[src/rtl/pdn_pkg.sv]
/*
 power-down entry control package: states, reset values and sync depth.
 assumes one 50 MHz clock and synchronous active-high reset.
*/
package pdn_pkg;
    // ==========================================================
    // states
    typedef enum logic [1:0]
    {
        MODE_RUN,
        MODE_QUASI_IDLE,
        MODE_POWER_DOWN
    } pdn_state_e;

    localparam int         WAKE_PINS_DEFAULT = 8;
    localparam int         SYNC_STAGES       = 3;
    localparam logic       SELECT_RESET      = 1'b0;
    localparam logic       TRISTATE_WAIT_ON  = 1'b0;
    localparam logic [2:0] SYNC_RESET        = 3'h0;
endpackage

[src/rtl/pin_sync.sv]
/*
 three-stage pin synchroniser with agreement filter, one per bit.
 assumes asynchronous pin inputs; the registered level changes only when stages two and three agree, and reset_level inverts it.
*/
module pin_sync
    import pdn_pkg::*;
#(
    parameter int WIDTH = 1
)
(
    // clock and reset
    input  wire logic             clk,
    input  wire logic             rst,
    // pins in, filtered levels out
    input  wire logic [WIDTH-1:0] pin,
    input  wire logic [WIDTH-1:0] reset_level,
    output logic      [WIDTH-1:0] level
);
    // ==========================================================
    // parameter check
    if (WIDTH < 1)
        $error("WIDTH must be at least 1");

    // ==========================================================
    // per-bit synchroniser
    genvar g;
    generate
        for (g = 0; g < WIDTH; g++)
        begin : g_bit
            logic [2:0] stage_r;
            logic       level_r;
            always_ff @(posedge clk)
            begin
                if (rst)
                begin
                    stage_r <= SYNC_RESET;
                    level_r <= 1'b0;
                end
                else
                begin
                    stage_r <= {stage_r[1:0], pin[g]};
                    // stage 0 is read only by stage 1
                    if (stage_r[1] == stage_r[2])
                        level_r <= stage_r[2];
                end
            end
            assign level[g] = level_r ^ reset_level[g];
        end
    endgenerate
endmodule

[src/rtl/power_down_entry_control.sv]
/*
 power-down entry decision for the cpu's power-down instruction, including
 the quasi-idle defect of external-bus fetches.
 assumes the cpu pulses power_down_instruction for one cycle when it executes
 the instruction, and supplies bus-state qualifiers on the same clock.
*/
module power_down_entry_control
    import pdn_pkg::*;
#(
    parameter int WAKE_PINS = WAKE_PINS_DEFAULT
)
(
    // clock and reset
    input  wire logic                 clk,
    input  wire logic                 rst,
    // cpu side
    input  wire logic                 power_down_instruction,
    input  wire logic                 wake_source_select,
    input  wire logic                 next_fetch_external,
    input  wire logic                 mux_bus_active,
    input  wire logic                 mux_tristate_wait_control,
    input  wire logic                 prev_write_external,
    input  wire logic                 wake_down,
    // pins
    input  wire logic                 nmi_pin,
    input  wire logic [WAKE_PINS-1:0] wake_pin,
    input  wire logic [WAKE_PINS-1:0] wake_enable,
    input  wire logic [WAKE_PINS-1:0] wake_active_low,
    // status
    output logic                      power_down,
    output logic                      quasi_idle,
    output logic                      fetch_stall,
    output logic                      irq_block,
    output logic                      instr_ignored,
    output logic                      instr_done
);
    // ==========================================================
    // parameter check
    if (WAKE_PINS < 1 || WAKE_PINS > 16)
        $error("WAKE_PINS must be 1..16");

    // ==========================================================
    // pin synchronisers
    logic [WAKE_PINS:0] sync_level;
    pin_sync #(.WIDTH(WAKE_PINS + 1)) u_sync
    (
        .clk         (clk),
        .rst         (rst),
        .pin         ({nmi_pin, wake_pin}),
        .reset_level ({1'b0, wake_active_low}),
        .level       (sync_level)
    );

    // ==========================================================
    // entry decode
    pdn_state_e state_r;
    pdn_state_e state_nxt;
    logic       ignored_r;
    logic       done_r;

    // nmi rides the same chain so both wake sources line up in time
    wire nmi_high      = sync_level[WAKE_PINS];
    wire wake_any      = |(sync_level[WAKE_PINS-1:0] & wake_enable);
    wire block_nmi     = !wake_source_select && nmi_high;
    wire block_wake    = wake_source_select && wake_any;
    wire entry_ok      = !block_nmi && !block_wake;
    wire stall_mux     = next_fetch_external && mux_bus_active
                         && (mux_tristate_wait_control == TRISTATE_WAIT_ON);
    wire stall_write   = prev_write_external && next_fetch_external;
    // the stall outranks the pin check: the fetch dies before pins count
    wire stall_case    = stall_mux || stall_write;
    wire pd_in_run     = power_down_instruction && (state_r == MODE_RUN);

    always_comb
    begin
        state_nxt = state_r;
        case (state_r)
            MODE_RUN:
            begin
                // an ignored instruction leaves state untouched
                if (pd_in_run && stall_case)
                    state_nxt = MODE_QUASI_IDLE;
                else if (pd_in_run && entry_ok)
                    state_nxt = MODE_POWER_DOWN;
            end
            MODE_QUASI_IDLE:
            begin
                // only nmi low releases the stall; the watchdog is outside
                if (!nmi_high)
                    state_nxt = MODE_POWER_DOWN;
            end
            MODE_POWER_DOWN:
            begin
                // wake detection sits outside this block
                if (wake_down)
                    state_nxt = MODE_RUN;
            end
            default:
                state_nxt = MODE_RUN;
        endcase
    end

    always_ff @(posedge clk)
    begin
        if (rst)
        begin
            state_r   <= MODE_RUN;
            ignored_r <= 1'b0;
            done_r    <= 1'b0;
        end
        else
        begin
            state_r   <= state_nxt;
            // one-cycle pulse: the instruction retires as a no-operation
            ignored_r <= pd_in_run && !stall_case && !entry_ok;
            done_r    <= pd_in_run && !stall_case && !entry_ok;
        end
    end

    // ==========================================================
    // outputs
    assign power_down    = (state_r == MODE_POWER_DOWN);
    assign quasi_idle    = (state_r == MODE_QUASI_IDLE);
    assign fetch_stall   = quasi_idle;
    assign irq_block     = quasi_idle;
    assign instr_ignored = ignored_r;
    assign instr_done    = done_r;
endmodule

[config.mk]
export PLATFORM = sky130hd
export DESIGN_NAME = power_down_entry_control
export DESIGN_NICKNAME = d
export VERILOG_FILES = /design/src/rtl/pdn_pkg.sv /design/src/rtl/pin_sync.sv /design/src/rtl/power_down_entry_control.sv
export SDC_FILE = /design/constraint.sdc
export NUM_CORES = 1
export LEC_CHECK = 0
export BUFFER_PORTS_ARGS = -buffer_cell sky130_fd_sc_hd__buf_2
export CORE_MARGIN = 2
export CORE_UTILIZATION = 40
export CTS_CLUSTER_DIAMETER = 50
export DETAILED_ROUTE_END_ITERATION = 7
export GPL_ROUTABILITY_DRIVEN = 0
export SLEW_MARGIN = 20
export SYNTH_ARGS = -nofsm -noshare
export SYNTH_HDL_FRONTEND = slang
export SYNTH_SLANG_ARGS = --single-unit
[constraint.sdc]
create_clock -name clk -period 1.82 [get_ports clk]
set_input_delay 0.091 -clock clk [delete_from_list [all_inputs] [get_ports clk]]
set_output_delay 0.091 -clock clk [all_outputs]
set_load 0.02 [all_outputs]
# Word-level counts from Yosys, hierarchy flattened
# Cells that the tools add are included.
# word_totals
register_bits	39
elab_cells	69
in_bits	34
output_inout_bits	6
# op_classes
bitwise	10
n_mux	5
n_eq_ne	14
n_reduce_logical	20
# op_table
operator	count
1-bit logical AND	11
1-bit equality test	9
8-bit AND	1
2-bit 2-to-1 mux	4
8-bit OR reduction	1
1-bit bitwise XOR	8
2-bit case mux with 3 select lines	1
1-bit zero test	5
2-bit != test, second input constant	2
3-bit by 1-bit != test with 1-bit output, second input constant	1
3-bit AND reduction	1
2-bit by 1-bit equality test with 1-bit output, second input constant	1
2-bit equality test, second input constant	1
2-bit zero test	1
1-bit logical OR	1
1-bit NOT	1

# Depth between registers and ports, before layout
# Gate-level depths: netlist of run 1.
# depth
ltp_word	10
mapped_depth	4
ltp_nobuf	4

# Cells and area by module
# From an unflattened synthesis of run 1, not the netlist that was laid out.
# unflattened
hier_cells	131
area_unflattened_um2	1368.8
# by_module_without_submodules
module	seq_area_each_um2	cells_per_inst	area_each_um2	n_inst
pin_sync	720.7	102	1141.1	1
power_down_entry_control	60.1	29	227.7	1

# Worst setup path after synthesis of run 1
# No wires, ideal clock.
# synth_path
path_type	reg-to-reg
start	register state_r[0]
end	register state_r[1]
slack_ns	0.543
arrival_ns	1.202
t_required_ns	1.745
setup_time_ns	0.075
period_less_slack_ns	1.277
stages_incl_launch_ff	5
cell_sequence	dfxtp_1 > nor2b_1 > a22o_1 > a21oi_1 > o22ai_1
# synth_between
word_cells_on_any_way	12
cone_classes	5 x eq/ne; 2 x mux; 5 x reduce/logical
# synth_lines
element	line	text
start: declaration	power_down_entry_control.sv:56	pdn_state_e state_r;
start signal: assignment	power_down_entry_control.sv:113	state_r <= state_nxt;
2-bit by 1-bit equality test with 1-bit output *	--	
via fetch_stall	power_down_entry_control.sv:32	output logic fetch_stall,
2-bit != test (no line)	--	
3-bit AND reduction (no line)	--	
# Mark *: on every way through the listed nets, which the timed path passes. The rest lies on a longest branch.
# A chain may end at the register's enable or synchronous reset.

# Final worst setup path of run 1
# layout_path
start	register state_r[0]
end	output quasi_idle
# layout_between
elab_chain_cells	1
# layout_rtl
element	line	text
2-bit by 1-bit equality test with 1-bit output	power_down_entry_control.sv:123	assign quasi_idle = (state_r == MODE_QUASI_IDLE);
end: declaration	power_down_entry_control.sv:31	output logic quasi_idle,
# Every way passes these cells.

==> impl_metrics.json, run 1 <==
{
  "outcome": "complete, no violations",
  "core_area_mm2": 0.003128,
  "antennaDiodeCount": 0,
  "cts-root-buf": "clkbuf_4",
  "pre_cts_slack_ns": 0.5457,
  "end_kind": "output pin",
  "setup_ws_ns": 0.5398,
  "die_x_um": 61.80,
  "area_delta_synth_final_pct": 29.03,
  "rr_startpoint": "u_sync.g_bit[3].level_r$_SDFFE_PP0N_",
  "fillCellCount": 280,
  "vias": 1003,
  "rr_worst_depth": 4,
  "start_kind": "flop",
  "path_clk_slew_ns": 0.11,
  "synth_warnings": 0,
  "start_util_pct": 42.72,
  "hpwl_um": 1566,
  "fin_area_mm2": 0.001724,
  "report.final.slew_viol_count": 0,
  "dieArea_mm2": 0.003819,
  "synthCells": 130,
  "r2r-end": "instr_done$_SDFF_PP0_",
  "ant_nets": 0,
  "maxCapViolCount": 0,
  "io_pins": 40,
  "placed_area_mm2": 0.001548,
  "hold_path.class": "in2reg",
  "clock_latency_ns": 0.34,
  "max_freq_mhz": 781.1,
  "drcViolationCount": 0,
  "final_hold_viol_count": 0,
  "fin_tns_setup_ns": 0,
  "synth_area_mm2": 0.001336,
  "min_period_ns": 1.280,
  "worstSetupPathType": "reg2out",
  "die_y_um": 61.80,
  "wl_per_cell_um": 9.987,
  "wl_um": 2227,
  "final_cell_mix": "buf_2 (39), dfxtp_1 (39), nor2b_1 (29)",
  "grt_pass1_wl_um": 3456,
  "first_pass_iters": 5,
  "dp.cells": 206,
  "cpPeakStageDelay_ns": 0.42,
  "setup_viol": 0,
  "finalHoldWorstSlack_ns": 0.04330,
  "drive_above_1_share_pct": 26.82,
  "cp_max_fo": 6,
  "fin_worst_skew_ns": 0.007204,
  "cts_tree": "done",
  "worst_path_max_delay_cell": "dfxtp_1",
  "worst_ep_required_time_ns": 1.73,
  "max-vdd-ir-drop_uv": 558.2,
  "ff2ff_setup_slack_ns": 0.55,
  "netlist-cell-type-count": 24,
  "cp.arrival_ns": 1.19,
  "synthesis.nets": 164,
  "synth_seq_cells": 39,
  "instances_no_fill": 223,
  "antenna_found_initial": 0,
  "grt-ovfl-total": 0,
  "relSlewSlack_pct": 56.42,
  "ys_seq_area_share_pct": 58.43,
  "grt_pass1_vias": 874,
  "cts.sink_count": 39,
  "cts.htree.levels": 2,
  "worstMarginPinSlew_ns": 0.6537,
  "p_per_area_mw_per_mm2": 933.3,
  "min_from": "wake_source_select",
  "row_count": 20,
  "clock_path_buffers": 2,
  "grt.total_usage_pct": 12.98,
  "min_path_cells": 2,
  "avgSynthCellArea_um2": 10.28,
  "drtIter0Drc": 51,
  "vias_per_cell": 4.498,
  "rsz0062_at_grt": "false",
  "cts_made_buffers": 5,
  "port_buffers": 39,
  "hold_path_end": "instr_done$_SDFF_PP0_",
  "nNetsFinal": 212,
  "period_share_pct": 70.34,
  "cellLeakagePower_nw": 0.7415,
  "cp_cell_sequence": "nor2b_1 -> buf_2",
  "grt_max_degree": 40
}
[metrics by stage]
stage                     total power, W  util [%]
after global placement          0.001019     49.48
after floorplan                0.0009741         -
after CTS                       0.001633     55.12
after global routing            0.001689     55.12
after detailed placement        0.001024     49.48
final                           0.001609     55.12
[state kept, by name (all words and copies together), names as in the netlist]
register / cells
u_sync.g_bit.stage_r: 27
u_sync.g_bit.level_r: 9
state_r: 2
instr_done: 1
[repair_timing]
item / 4_1_cts / 5_1_grt
hold buffers: 9 / 0
setup buffers: 0 / 0
resized for setup: 0 / 0
endpoints found under the hold margin: 9 / 0
[critical path: cells and delay by family (launching register included)]
family / cells / cell delay, ns
flops: 1 / 0.42
simple gates: 1 / 0.24
buf+inv: 1 / 0.20
[synth_stat cells]
cell type / number / area share, %
buf_4: 3 / 1.7
dfxtp_1: 39 / 58
nor2b_1: 29 / 14
a21oi_1: 10 / 3.7
nor4b_1: 2 / 1.3
buf_2: 1 / 0.37
xor2_1: 8 / 5.2
o2111ai_1: 1 / 0.66
nor2b_2: 1 / 0.66
clkbuf_1: 2 / 0.56
a222oi_1: 1 / 0.75
inv_1: 2 / 0.56
nand4_1: 1 / 0.47
o22ai_1: 1 / 0.47
a22o_1: 1 / 0.66
a21boi_0: 2 / 1.1
o2111a_1: 1 / 0.84
buf_1: 1 / 0.28
or3b_1: 1 / 0.66
o21ai_0: 9 / 3.4
o21ai_1: 1 / 0.37
nand2_1: 10 / 2.8
nor2_1: 1 / 0.28
a22oi_1: 2 / 1.1
[report_power, final]
| group | total (W) | internal [W] | switching (W) |
|---|---|---|---|
| Sequential | 0.000893 | 0.000881 | 0.0000117 |
| Clock | 0.000592 | 0.000325 | 0.000267 |
| Combinational | 0.000124 | 0.0000712 | 0.0000530 |
[kinds of logic after synthesis]
group,synth area share [%]
AND/OR/NAND/NOR,19.76
XOR/XNOR,5.244
buffers and inverters,3.464
AO/OA/AOI/OAI,13.11
flip-flops,58.43
[layout make-up]
type	count	area [µm²]	area share, %
Timing Repair Buffer	48	285.3	16.55
Inverter	2	7.507	0.4354
Multi-Input combinational cell	82	509.2	29.54
Clock buffer	6	51.30	2.975
Sequential cell	39	780.7	45.28
Clock inverter	2	35.03	2.032
Tap cell	44	55.05	3.193
[worst max-delay path by stage]
stage,start,end,cells after the start
floorplan,state_r[0]$_SDFFE_PP0P_,state_r[1]$_SDFFE_PP0P_,4
global placement,u_sync.g_bit[3].level_r$_SDFFE_PP0N_,instr_done$_SDFF_PP0_,4
detailed placement,u_sync.g_bit[3].level_r$_SDFFE_PP0N_,instr_done$_SDFF_PP0_,4
CTS,state_r[0]$_SDFFE_PP0P_,irq_block,2
global route,state_r[0]$_SDFFE_PP0P_,fetch_stall,2
finish,state_r[0]$_SDFFE_PP0P_,quasi_idle,2
[layer usage]
metal	global-route usage (%)	part of all wire (%)	vias to the layer above
met2	21.65	49	32
met4	6.383	1.1	0
met1	13.61	42	438
li1	-	-	528
met5	0	0	-
met3	6.418	7.0	5
Power figures use the tool's default switching activity.
==> run 2, diff against run 1 <==
--- a/config.mk
+++ b/config.mk
@@ -11,6 +11,7 @@
 export CTS_CLUSTER_DIAMETER = 50
 export DETAILED_ROUTE_END_ITERATION = 7
 export GPL_ROUTABILITY_DRIVEN = 0
+export PLACE_DENSITY = 0.67
 export SLEW_MARGIN = 20
 export SYNTH_ARGS = -nofsm -noshare
 export SYNTH_HDL_FRONTEND = slang
==> constraint.sdc (replaced) <==
create_clock -name clk -period 1.09 [get_ports clk]
set_input_delay 0.0545 -clock clk [delete_from_list [all_inputs] [get_ports clk]]
set_output_delay 0.0545 -clock clk [all_outputs]
set_load 0.02 [all_outputs]
==> run 2 against run 1 <==
The run now ends with negative setup slack left. Cell area rose by 4.1%. First-iteration DRC count fell by 3.9%. Register-to-register slack got worse by 0.65 ns.
==> impl_metrics.json, run 2 (same netlist as run 1, synthesis figures left out) <==
{
  "placed_area_mm2": 0.001619,
  "cts.sink_count": 39,
  "nNetsFinal": 221,
  "setup_viol": 5,
  "largest_reg_flops": 27,
  "core_area_mm2": 0.003128,
  "max-vdd-ir-drop_uv": 789.2,
  "hold_path_end": "instr_done$_SDFF_PP0_",
  "io_pins": 40,
  "row_count": 20,
  "min_path_cells": 2,
  "min_period_ns": 1.191,
  "rsz0062_at_grt": "true",
  "vias_per_cell": 4.470,
  "clock_latency_ns": 0.33,
  "fillCellCount": 286,
  "final_hold_viol_count": 0,
  "antennaDiodeCount": 0,
  "cp.arrival_ns": 1.42,
  "cts-root-buf": "clkbuf_4",
  "cp_max_fo": 2,
  "power_w": 0.002359,
  "clock_path_buffers": 2,
  "grt_use_met3_pct": 6.211,
  "end_kind": "flop",
  "fin_worst_skew_ns": 0.007200,
  "dieArea_mm2": 0.003819,
  "outcome": "finished with violations",
  "rr_startpoint": "u_sync.g_bit[3].level_r$_SDFFE_PP0N_",
  "vias": 1028,
  "cts_made_buffers": 5,
  "hpwl_um": 1693,
  "ant_nets": 0,
  "multiInputGateArea_um2": 524.3,
  "min_from": "wake_source_select",
  "drive_above_1_share_pct": 31.72,
  "path_clk_slew_ns": 0.10,
  "first_pass_iters": 4,
  "period_share_pct": 109.3,
  "port_buffers": 39,
  "use_met2_pct": 25.86,
  "worstMarginPinSlew_ns": 0.3034,
  "dp.cells": 214,
  "grt_max_degree": 16,
  "grt_pass1_vias": 973,
  "grt.total_usage_pct": 14.96,
  "start_kind": "flop",
  "max_freq_mhz": 839.7,
  "cts_hold_buf": 9,
  "ff_latch_area_um2": 789.5,
  "relSlewSlack_pct": 79.64,
  "fin_area_mm2": 0.001795,
  "die_y_um": 61.80,
  "grt_pass1_wl_um": 4022,
  "final_cell_mix": "dfxtp_1 (36), buf_2 (35), nor2b_1 (27)",
  "regMostFlops": "u_sync.g_bit.stage_r",
  "antenna_found_initial": 0,
  "hold_path.class": "in2reg",
  "busiest_layer": "met2",
  "area_delta_synth_final_pct": 34.36,
  "largestRegisters": "u_sync.g_bit.stage_r x27, u_sync.g_bit.level_r x9, state_r x2",
  "wl_um": 2426,
  "r2r-end": "instr_done$_SDFF_PP0_",
  "drtIter0Drc": 49,
  "final_common_cell": "dfxtp_1",
  "grt-ovfl-total": 0,
  "report.final.slew_viol_count": 0,
  "cts_tree": "done",
  "cts.htree.levels": 2,
  "setup_ws_ns": -0.1009,
  "wl_per_cell_um": 10.55,
  "start_util_pct": 42.72,
  "die_x_um": 61.80,
  "rr_worst_depth": 4,
  "worst_ep_required_time_ns": 1.32,
  "instances_no_fill": 230,
  "ff2ff_setup_slack_ns": -0.10,
  "drcViolationCount": 0,
  "cellLeakagePower_nw": 0.7717,
  "violations": "negative setup slack",
  "met1_usage_pct": 16.06,
  "p_per_area_mw_per_mm2": 1314,
  "worstSetupPathType": "reg2reg",
  "maxCapViolCount": 0
}
==> run 2: changes by cell type in the layout (fill, tap and decap cells not counted), sizes merged <==
cell    previous run  this run
clkinv             1         0
bufinv             1         0
buf               39        48
==> run 2: stage by stage <==
step | setup slack (ns) | hold WS [ns] | util [%] | TNS (ns)
after floorplan | -0.02468 | 0.1827 | - | -0.03341
after global placement | -0.06473 | 0.2619 | 51.76 | -0.06473
after detailed placement | -0.07918 | 0.2691 | 51.76 | -0.08170
after CTS | -0.09741 | -0.007915 | 56.76 | -0.1390
after global routing | -0.2138 | -0.01488 | 57.40 | -0.6372
final | -0.1009 | 0.006606 | 57.40 | -0.1544
==> run 2: worst max path at each step <==
stage,from,to,depth (start not counted)
after floorplan,u_sync.g_bit[3].level_r$_SDFFE_PP0N_,instr_done$_SDFF_PP0_,4
after global placement,u_sync.g_bit[3].level_r$_SDFFE_PP0N_,instr_done$_SDFF_PP0_,4
after detailed placement,u_sync.g_bit[3].level_r$_SDFFE_PP0N_,instr_done$_SDFF_PP0_,4
after CTS,u_sync.g_bit[3].level_r$_SDFFE_PP0N_,instr_done$_SDFF_PP0_,4
after global routing,u_sync.g_bit[3].level_r$_SDFFE_PP0N_,instr_done$_SDFF_PP0_,4
final,u_sync.g_bit[3].level_r$_SDFFE_PP0N_,instr_done$_SDFF_PP0_,4
==> run 2: power by group <==
group / leakage, nW / internal [W] / switching (W)
logic: 0.426 / 0.000138 / 0.0000945
registers: 0.321 / 0.00147 / 0.0000212
clock network: 0.0242 / 0.000230 / 0.000406
total: 0.772 / 0.00184 / 0.000522
==> run 2: what timing repair did <==
action,in CTS,in global routing
pin swaps,1,0
endpoints found under the hold margin,10,1
gates resized for setup,8,5
endpoints found under the setup margin,6,6
setup buffers,1,0
==> run 2: layout make-up <==
cell class	instances	share of cell area (%)
repair buffers	57	21.05
clock buffers	6	2.300
well taps	44	3.066
flip-flops and latches	39	43.97
inverters	2	0.4181
multi-input cells	82	29.20
==> run 2: routing by layer <==
layer / vias up / share of wire, %
li1: 543 / -
met1: 449 / 45
met5: - / 0
met2: 31 / 47
met3: 5 / 6.2
met4: 0 / 1.9
==> run 2: worst max-delay path, stage by stage (launching register included) <==
cell	delay [ns]
dfxtp_2	0.34
xor2_1	0.14
a222oi_1	0.30
nand4_1	0.17
o2111a_1	0.16
